[config.mk]
export PLATFORM = sky130hd
export DESIGN_NAME = rims_top
export DESIGN_NICKNAME = d
export VERILOG_FILES = /design/src/verilog/rims_pkg.sv /design/src/verilog/rims_top.sv
export SDC_FILE = /design/constraint.sdc
export NUM_CORES = 1
export LEC_CHECK = 0
export BUFFER_PORTS_ARGS = -buffer_cell sky130_fd_sc_hd__buf_2
export CAP_MARGIN = 10
export CORE_MARGIN = 2
export CORE_UTILIZATION = 50
export DETAILED_ROUTE_END_ITERATION = 8
export PLACE_DENSITY = 0.74
export RECOVER_POWER = 25
export SLEW_MARGIN = 20
export SYNTH_ARGS = -nofsm -noshare
export SYNTH_HDL_FRONTEND = slang
export SYNTH_SLANG_ARGS = --single-unit
[constraint.sdc]
create_clock -name clk -period 4.05 [get_ports clk]
set_input_delay 0.2025 -clock clk [delete_from_list [all_inputs] [get_ports clk]]
set_output_delay 0.2025 -clock clk [all_outputs]
set_load 0.1 [all_outputs]
[src/verilog/rims_pkg.sv]
// Purpose: Shared constants and carriers for the redundant input monitor and selector
// Assumes: Two reference inputs, events arrive as one-cycle pulses on clk
// Notes:   Policy codes and field widths are fixed by the control interface
package rims_pkg;
  // ****************************************
  // Sizes
  // ****************************************
  localparam int NUM_IN    = 2;
  localparam int VCNT_W    = 8;
  localparam int HOLD_W    = 8;
  localparam int PRESC_W   = 18;
  localparam int PRIO_W    = 2;
  localparam int TUNE_W    = 24;
  // ****************************************
  // Loss detection and reset values
  // ****************************************
  localparam logic [1:0]         MISS_LIMIT   = 2'h3;
  localparam logic [1:0]         MISS_ZERO    = 2'h0;
  localparam logic [VCNT_W-1:0]  VCNT_ZERO    = 8'h00;
  localparam logic [VCNT_W-1:0]  VCNT_ONE     = 8'h01;
  localparam logic [HOLD_W-1:0]  HOLD_ZERO    = 8'h00;
  localparam logic [HOLD_W-1:0]  HOLD_ONE     = 8'h01;
  localparam logic [PRESC_W-1:0] PRESC_ZERO   = 18'h00000;
  localparam logic [PRESC_W-1:0] PRESC_ONE    = 18'h00001;
  localparam logic [PRIO_W-1:0]  PRIO_NEVER   = 2'h0;
  localparam logic [TUNE_W-1:0]  TUNE_RESET   = 24'h000000;
  // ****************************************
  // Selection policies
  // ****************************************
  localparam logic [1:0] POL_MANUAL   = 2'h0;
  localparam logic [1:0] POL_AUTO     = 2'h1;
  localparam logic [1:0] POL_SHORT_HO = 2'h2;
  localparam logic [1:0] POL_AUTO_HO  = 2'h3;

  typedef struct packed {
    logic [1:0]                    selection_policy;
    logic                          manual_sel;
    logic [NUM_IN-1:0]             input_disable_bit;
    logic [NUM_IN-1:0][PRIO_W-1:0] priority_lvl;
    logic                          revertive_en;
    logic [VCNT_W-1:0]             revalidation_count;
    logic [HOLD_W-1:0]             holdoff_start_value;
    logic [PRESC_W-1:0]            holdoff_prescale;
  } rims_cfg_t;

  typedef struct packed {
    logic [NUM_IN-1:0] input_loss_live_flag;
    logic [NUM_IN-1:0] input_loss_sticky_flag;
    logic              loss_of_signal_n;
    logic              selected;
    logic              holdover;
    logic              locked;
  } rims_stat_t;
endpackage

[src/verilog/rims_top.sv]
// Purpose: Loss monitor for two redundant reference inputs and reference selection policy
// Assumes: Edge inputs are single-cycle pulses synchronous to clk
// Notes:   Loop itself is outside; this block only steers selection and holdover
`timescale 1ns/1ps
module rims_top #(
  parameter int NUM_IN = rims_pkg::NUM_IN
) (
  // Clock and reset
  input  wire logic                           clk,
  input  wire logic                           nrst,
  // Edge streams
  input  wire logic [NUM_IN-1:0]              input_edge,
  input  wire logic                           loss_ref_edge,
  input  wire logic                           loop_tick,
  // Configuration and software clears
  input  wire rims_pkg::rims_cfg_t            cfg,
  input  wire logic [NUM_IN-1:0]              sticky_clear,
  input  wire logic [rims_pkg::TUNE_W-1:0]    tune_in,
  // Status
  output rims_pkg::rims_stat_t                stat,
  output logic                                holdoff_expire,
  output logic [rims_pkg::TUNE_W-1:0]         tune_out
);
  // ****************************************
  // Elaboration checks
  // ****************************************
  if (NUM_IN != 2) begin : g_bad_num
    $error("rims_top serves exactly two inputs");
  end

  // ****************************************
  // Helpers
  // ****************************************
  // Best valid input with nonzero priority; ties go to input 0
  function automatic logic [1:0] pick_best(input logic [1:0] lost,
                                           input logic [1:0][1:0] prio);
    logic ok0;
    logic ok1;
    ok0 = !lost[0] && (prio[0] != rims_pkg::PRIO_NEVER);
    ok1 = !lost[1] && (prio[1] != rims_pkg::PRIO_NEVER);
    if (ok0 && (!ok1 || prio[0] >= prio[1])) begin
      pick_best = 2'h2;
    end else if (ok1) begin
      pick_best = 2'h3;
    end else begin
      pick_best = 2'h0;
    end
  endfunction

  // ****************************************
  // Input monitors
  // ****************************************
  logic [1:0][1:0]                  miss;
  logic [1:0][1:0]                  next_miss;
  logic [1:0][rims_pkg::VCNT_W-1:0] vcnt;
  logic [1:0][rims_pkg::VCNT_W-1:0] next_vcnt;
  logic [1:0]                       live;
  logic [1:0]                       next_live;
  logic [1:0]                       sticky;
  logic [1:0]                       next_sticky;
  logic [1:0]                       armed;
  logic [1:0]                       next_armed;
  logic [rims_pkg::VCNT_W-1:0]      vneed;

  always_comb begin
    // A zero count is taken as one period, so one input edge revalidates
    vneed = (cfg.revalidation_count == rims_pkg::VCNT_ZERO) ? rims_pkg::VCNT_ONE
                                                            : cfg.revalidation_count;
    for (int i = 0; i < 2; i++) begin
      next_miss[i]   = miss[i];
      next_vcnt[i]   = vcnt[i];
      next_live[i]   = live[i];
      next_sticky[i] = sticky[i];
      next_armed[i]  = armed[i];
      if (input_edge[i]) begin
        next_miss[i] = rims_pkg::MISS_ZERO;
      end else if (loss_ref_edge && miss[i] != rims_pkg::MISS_LIMIT) begin
        next_miss[i] = miss[i] + 2'h1;
      end
      if (!live[i] && next_miss[i] == rims_pkg::MISS_LIMIT) begin
        next_live[i] = 1'b1;
        next_vcnt[i] = rims_pkg::VCNT_ZERO;
      end else if (live[i]) begin
        if (input_edge[i]) begin
          if (vcnt[i] + rims_pkg::VCNT_ONE >= vneed) begin
            next_live[i] = 1'b0;
            next_vcnt[i] = rims_pkg::VCNT_ZERO;
          end else begin
            next_vcnt[i] = vcnt[i] + rims_pkg::VCNT_ONE;
          end
        end else if (loss_ref_edge && miss[i] != rims_pkg::MISS_ZERO) begin
          // Two reference edges without input breaks the consecutive run
          next_vcnt[i] = rims_pkg::VCNT_ZERO;
        end
      end
      // Software clear re-arms; an event in the same cycle wins only if the input was already armed
      if (sticky_clear[i]) begin
        next_sticky[i] = 1'b0;
        next_armed[i]  = 1'b1;
      end
      if (!live[i] && next_live[i] && armed[i]) begin
        next_sticky[i] = 1'b1;
        next_armed[i]  = 1'b0;
      end
    end
  end

  always_ff @(posedge clk or negedge nrst) begin
    if (!nrst) begin
      miss   <= '0;
      vcnt   <= '0;
      live   <= '0;
      sticky <= '0;
      armed  <= '1;
    end else begin
      miss   <= next_miss;
      vcnt   <= next_vcnt;
      live   <= next_live;
      sticky <= next_sticky;
      armed  <= next_armed;
    end
  end

  // ****************************************
  // Hold-off counter
  // ****************************************
  logic                         sel;
  logic                         next_sel;
  logic                         expired;
  logic                         next_expired;
  logic [rims_pkg::PRESC_W-1:0] presc;
  logic [rims_pkg::PRESC_W-1:0] next_presc;
  logic [rims_pkg::HOLD_W-1:0]  hcnt;
  logic [rims_pkg::HOLD_W-1:0]  next_hcnt;
  logic                         next_expire;
  logic                         hold_run;
  logic                         htick;

  always_comb begin
    hold_run     = (cfg.selection_policy == rims_pkg::POL_AUTO_HO) && live[sel] && !expired;
    next_presc   = rims_pkg::PRESC_ZERO;
    next_hcnt    = cfg.holdoff_start_value;
    next_expire  = 1'b0;
    next_expired = expired && live[sel] && (cfg.selection_policy == rims_pkg::POL_AUTO_HO);
    htick        = 1'b0;
    if (hold_run) begin
      next_hcnt = hcnt;
      if (loop_tick) begin
        if (presc + rims_pkg::PRESC_ONE >= cfg.holdoff_prescale) begin
          htick = 1'b1;
        end else begin
          next_presc = presc + rims_pkg::PRESC_ONE;
        end
      end else begin
        next_presc = presc;
      end
      if (htick) begin
        if (hcnt <= rims_pkg::HOLD_ONE) begin
          next_expire  = 1'b1;
          next_expired = 1'b1;
          next_hcnt    = cfg.holdoff_start_value;
        end else begin
          next_hcnt = hcnt - rims_pkg::HOLD_ONE;
        end
      end
    end
  end

  always_ff @(posedge clk or negedge nrst) begin
    if (!nrst) begin
      presc          <= '0;
      hcnt           <= '0;
      holdoff_expire <= 1'b0;
      expired        <= 1'b0;
    end else begin
      presc          <= next_presc;
      hcnt           <= next_hcnt;
      holdoff_expire <= next_expire;
      expired        <= next_expired;
    end
  end

  // ****************************************
  // Reference selection
  // ****************************************
  logic [1:0]                  best;
  logic [rims_pkg::TUNE_W-1:0] held;
  logic [rims_pkg::TUNE_W-1:0] next_held;

  always_comb begin
    best     = pick_best(live, cfg.priority_lvl);
    next_sel = sel;
    case (cfg.selection_policy)
      rims_pkg::POL_MANUAL,
      rims_pkg::POL_SHORT_HO: begin
        next_sel = cfg.manual_sel;
      end
      rims_pkg::POL_AUTO: begin
        // No valid candidate leaves the selection alone
        if (best[1] && (live[sel] || cfg.priority_lvl[sel] == rims_pkg::PRIO_NEVER)) begin
          next_sel = best[0];
        end else if (best[1] && cfg.revertive_en &&
                     cfg.priority_lvl[best[0]] > cfg.priority_lvl[sel]) begin
          next_sel = best[0];
        end
      end
      rims_pkg::POL_AUTO_HO: begin
        if (best[1] && (next_expire || expired)) begin
          next_sel = best[0];
        end else if (best[1] && !live[sel] &&
                     cfg.priority_lvl[sel] == rims_pkg::PRIO_NEVER) begin
          next_sel = best[0];
        end else if (best[1] && !live[sel] && cfg.revertive_en &&
                     cfg.priority_lvl[best[0]] > cfg.priority_lvl[sel]) begin
          next_sel = best[0];
        end
      end
      default: begin
        next_sel = sel;
      end
    endcase
    // Holdover freezes the control word at its last tracked value
    next_held = stat.holdover ? held : tune_in;
  end

  always_ff @(posedge clk or negedge nrst) begin
    if (!nrst) begin
      sel  <= 1'b0;
      held <= rims_pkg::TUNE_RESET;
    end else begin
      sel  <= next_sel;
      held <= next_held;
    end
  end

  // ****************************************
  // Status
  // ****************************************
  always_comb begin
    stat.input_loss_live_flag   = live;
    stat.input_loss_sticky_flag = sticky;
    stat.loss_of_signal_n       = ~|(live & ~cfg.input_disable_bit);
    stat.selected               = sel;
    stat.holdover               = live[sel] &&
                                  (cfg.selection_policy == rims_pkg::POL_SHORT_HO ||
                                   cfg.selection_policy == rims_pkg::POL_AUTO_HO);
    stat.locked                 = !live[sel];
    tune_out                    = held;
  end
endmodule // rims_top

==> impl.org <==
** Final layout
- Fraction of final layout cells sized beyond drive strength 1 :: a little over a fifth
- Inserted Diodes :: 0
- The library cells used most frequently in the layout, excluding fill and tap cells, are 109 x nand2_1, 107 x buf_2, 77 x dfrtp_1.
- The finished cells cover a little under 6000 µm².
- Area Overhead vs Synth :: 18.1%
- At the end of the flow the core is filled with cells to 60.8%.
- Final-layout fill cell count :: ~900
- Leaving out fill and tap cells, the most frequent cell in the layout is nand2_1.
- # nets final :: 803

** Worst setup path
- On the worst path, the slowest cell contributes a delay of 0.43 ns.
- In this run the worst path has a maximum fanout of 16.
- Reg-to-reg setup timing slack :: 0.42 ns
- STA puts the critical path data arrival time at 3.91 ns.
- Grouping stages by cell kind, the critical path spends the most delay in simple AND/OR/NAND/NOR gates.
- Worst path bufs/invs :: 1
- Req. time, crit path :: about 4.3 ns
- Cell-by-cell listing of the critical path :: and3_1, nand3_1, nor2_1, nand3_1, nor2_1, xor2_1, ha_1, nand4_1, o21ai_0, a22oi_1, buf_4, or3_1, o22ai_1
- The slowest stage of the critical path belongs to the cell dfrtp_1.
- Classification of the worst setup path :: reg2reg
- Kind of start point of the critical path :: register
- STA classifies the critical path endpoint as a register.

** Run status
- The checks that failed: capacitance limit, slew limit.
- Result of the run :: complete, but fails checks

** Routing
- Routed len/inst :: 13.9 µm
- In the routed layout, each cell is associated on average with a via count of around 5.4.
- Overall via count from detail_route :: 4414
- The pre-antenna-repair detailed-routing pass consisted of 4 iterations.
- Iteration-0 DRC count of the detailed router :: 149
- The final layout contains routed wiring with a total length of 11400 µm.
- Once detail routing completed, the nets flagged for antenna violations numbered 0.
- Final routed DRC violation total :: 0

** Clock network
- Clock insertion delay at the later pin of the skew report :: roughly 0.36 ns
- CTS max path bufs :: 2
- TritonCTS clock tree :: done
- Number of gates given a new drive strength after cts :: 0
- Post-CTS clock slew at the launch and capture registers of the worst setup and hold paths :: 0.09 ns
- Buffers inserted during clock tree synthesis total 9.
- In this run the clock root is driven by a clkbuf_8.
- The H-tree generated during clock tree synthesis spans 3 levels.
- The clock net in this run drives a total of 79 sinks.

** Timing
- Count of endpoints failing hold in the final timing report :: 0
- For this run, the top clock speed supported by timing is 275 MHz.
- The final count of pins violating max slew is 80.
- After routing, the total negative slack on setup checks comes to 0 ns.
- Setup violations remaining at the end of the flow were counted as 0.
- In the post-route analysis, the smallest setup slack over all paths is 0.420 ns.
- RSZ-0062 raised after global routing :: no
- Shortest clock period the worst path allows after layout :: about 3.6 ns
- Final period util :: 89.6%
- Headroom to the max-slew limit came out at -31.5%.
- Worst setup skew after layout :: a little over 0.007 ns
- For the pin with the worst max-slew slack, the measured transition is 1.97 ns.

** Global routing
- Entering global routing, the biggest net connects 80 pins.
- The number of antenna violations at the first check in global routing was 0.
- Global routing used 21.9% of the available tracks across all layers.
- Via count of the first global-routing pass :: 4497
- The first global-routing pass estimated 19800 µm of wire.
- Summed over all layers, the global routing overflow is 0.

** Placed design
- The HPWL after detailed placement is between 8000 and 9000 µm.
- In this run the cell area measured after placement is 5710 µm².
- At the placement stage, the worst setup path has a slack of 0.519 ns.
- GP Congestion :: 0.864
- Number of input and output port buffers inserted :: between 100 and 150

** Floorplan
- Cell row count :: 36
- Ports placed on the boundary :: between 100 and 150
- Core region area :: between 9000 and 10000 µm²
- Initial cell density of the core :: about half
- Die Wd :: 104 µm
- The floorplan step defined a die boundary enclosing 10900 µm².
- The die is 104 µm tall.

** Yosys
- Area fraction of the dominant cell type after synthesis :: 38.3%
- For this run, the leading register cell type out of synthesis is dfrtp_1.
- Count of flip-flops with a built-in enable after synthesis :: 0
- Number of instances in the synthesized netlist :: 570
- Sequential fraction of the synthesis area :: 39.3%
- Of all cell types, the one taking the most synthesized area is dfrtp_1.
- Averaged over all synthesized cells, the footprint is 8.83 µm².
- For this run, asynchronously set or reset flops after synthesis account for 100%.
- Cell variety after synth :: 55
- Count of state elements after synthesis :: about 80
- The synthesized netlist occupies a cell area of slightly above 5000 µm².
- Synthesized net count :: 693
- By area the synthesized netlist is led by dfrtp_1 38%, ha_1 12%, nand2_1 8.1%, inv_1 3.5%, xnor2_1 2.6%.
- During synthesis, Yosys emitted a total of 0 warnings.

** Flow run
- The tool flagged a number of max-cap violations equal to 1.

** Worst hold path
- The path class of the tightest hold or removal check is in2reg.

** Power
- Power per Cell Area :: 564 nW/µm²
- P_leak :: around 0.0032 µW
- Maximum resistive drop on vdd :: 0.513 mV
-- layout make-up --
cell class / instances / area, µm² / area share, %
inverters: 48 / 180 / 3.03
multi-input cells: 427 / 2800 / 47.0
flip-flops and latches: 79 / 1980 / 33.3
repair buffers: 115 / 596 / 10.0
clock inverters: 7 / 103 / 1.73
clock buffers: 9 / 124 / 2.08
well taps: 133 / 166 / 2.80
-- Yosys cell counts, types with 2 or more instances --
cell and instances:
nand2_1 109, dfrtp_1 77, ha_1 47, inv_1 47, nor2_1 29, o21ai_0 23, a21oi_1 22, nand3_1 21
a21o_1 17, xnor2_1 15, xor2_1 14, nand2b_1 12, nor3_1 12, a32o_1 10, clkbuf_1 9, or3_1 8
and3_1 7, o22ai_1 7, o211ai_1 6, a22o_1 5, a31oi_1 5, nor3b_1 5, nor4_1 5, o21a_1 5
buf_2 4, nand3b_1 4, nand4_1 4, a22oi_1 3, mux2i_1 3, o2111ai_1 3, o21bai_1 3, dfstp_2 2
mux2_2 2, nor2b_1 2, o21ai_2 2, o311ai_0 2
-- layer usage --
layer / GRT usage [%] / up-vias / part of all wire (%)
met2: 39.9 / 103 / 51
li1: - / 2209 / -
met4: 6.56 / 0 / 1.9
met1: 25.4 / 2080 / 42
met3: 4.89 / 22 / 4.6
met5: 0 / - / 0
-- worst reg2reg max path, cell delays in order (launching register included) --
cell     delay (ns)
dfrtp_1        0.43
and3_1         0.17
nand3_1        0.16
nor2_1         0.36
nand3_1        0.32
nor2_1         0.25
xor2_1         0.11
ha_1           0.32
nand4_1        0.15
o21ai_0        0.33
a22oi_1        0.15
buf_4          0.20
or3_1          0.43
o22ai_1        0.18
-- timing repair --
| item | in CTS | in global routing |
|---|---|---|
| buffers inserted | 0 | 0 |
| hold buffers | 0 | 1 |
| hold endpoints to repair | 0 | 77 |
-- per-stage QoR --
stage	cells	total power, µW	hold slack [ns]
after floorplan	570	2380	-0.0931
after global placement	801	2660	0.398
after detailed placement	801	2700	0.401
after CTS	817	3380	0.0159
after global routing	818	3560	0.0193
final	818	3350	0.0321
-- kinds of logic (layout without fill, tap and decap cells) --
family / Yosys count / in the layout / share of synthesized area (%)
XOR/XNOR: 29 / 29 / 5.05
flip-flops: 79 / 79 / 39.3
AO/OA/AOI/OAI: 123 / 123 / 17.0
multiplexers: 6 / 6 / 1.34
buffers and inverters: 64 / 179 / 5.12
AND/OR/NAND/NOR: 222 / 222 / 20.5
adder cells (fa/ha/maj): 47 / 47 / 11.7
-- power breakdown --
group	internal [µW]	total, µW	switching (µW)	leakage (µW)
registers	942	1090	145	0.00102
clock network	355	672	317	0.000111
logic	378	1600	1220	0.00208
total	1670	3350	1680	0.00321
-- path summary, 6_finish.rpt --
path | start | to | cells after the start
setup / recovery | presc[0] | sel | 13
hold / removal | tune_in[20] | tune_out[20] | 3
setup reg to reg | presc[0] | sel | 13
hold reg to reg | tune_out[20] | tune_out[20] | 2
max in group asynchronous | nrst | hcnt[2] | 2
min in group asynchronous | nrst | presc[7] | 2
-- sequential cells by signal (all words and copies together) (netlist names) --
name and cells:
miss 4, armed 2, hcnt 8, presc 18
vcnt 16, expired 1, holdoff_expire 1, sel 1
live 2, sticky 2, tune_out 24
Note: power is estimated with default switching activity, not from simulation.
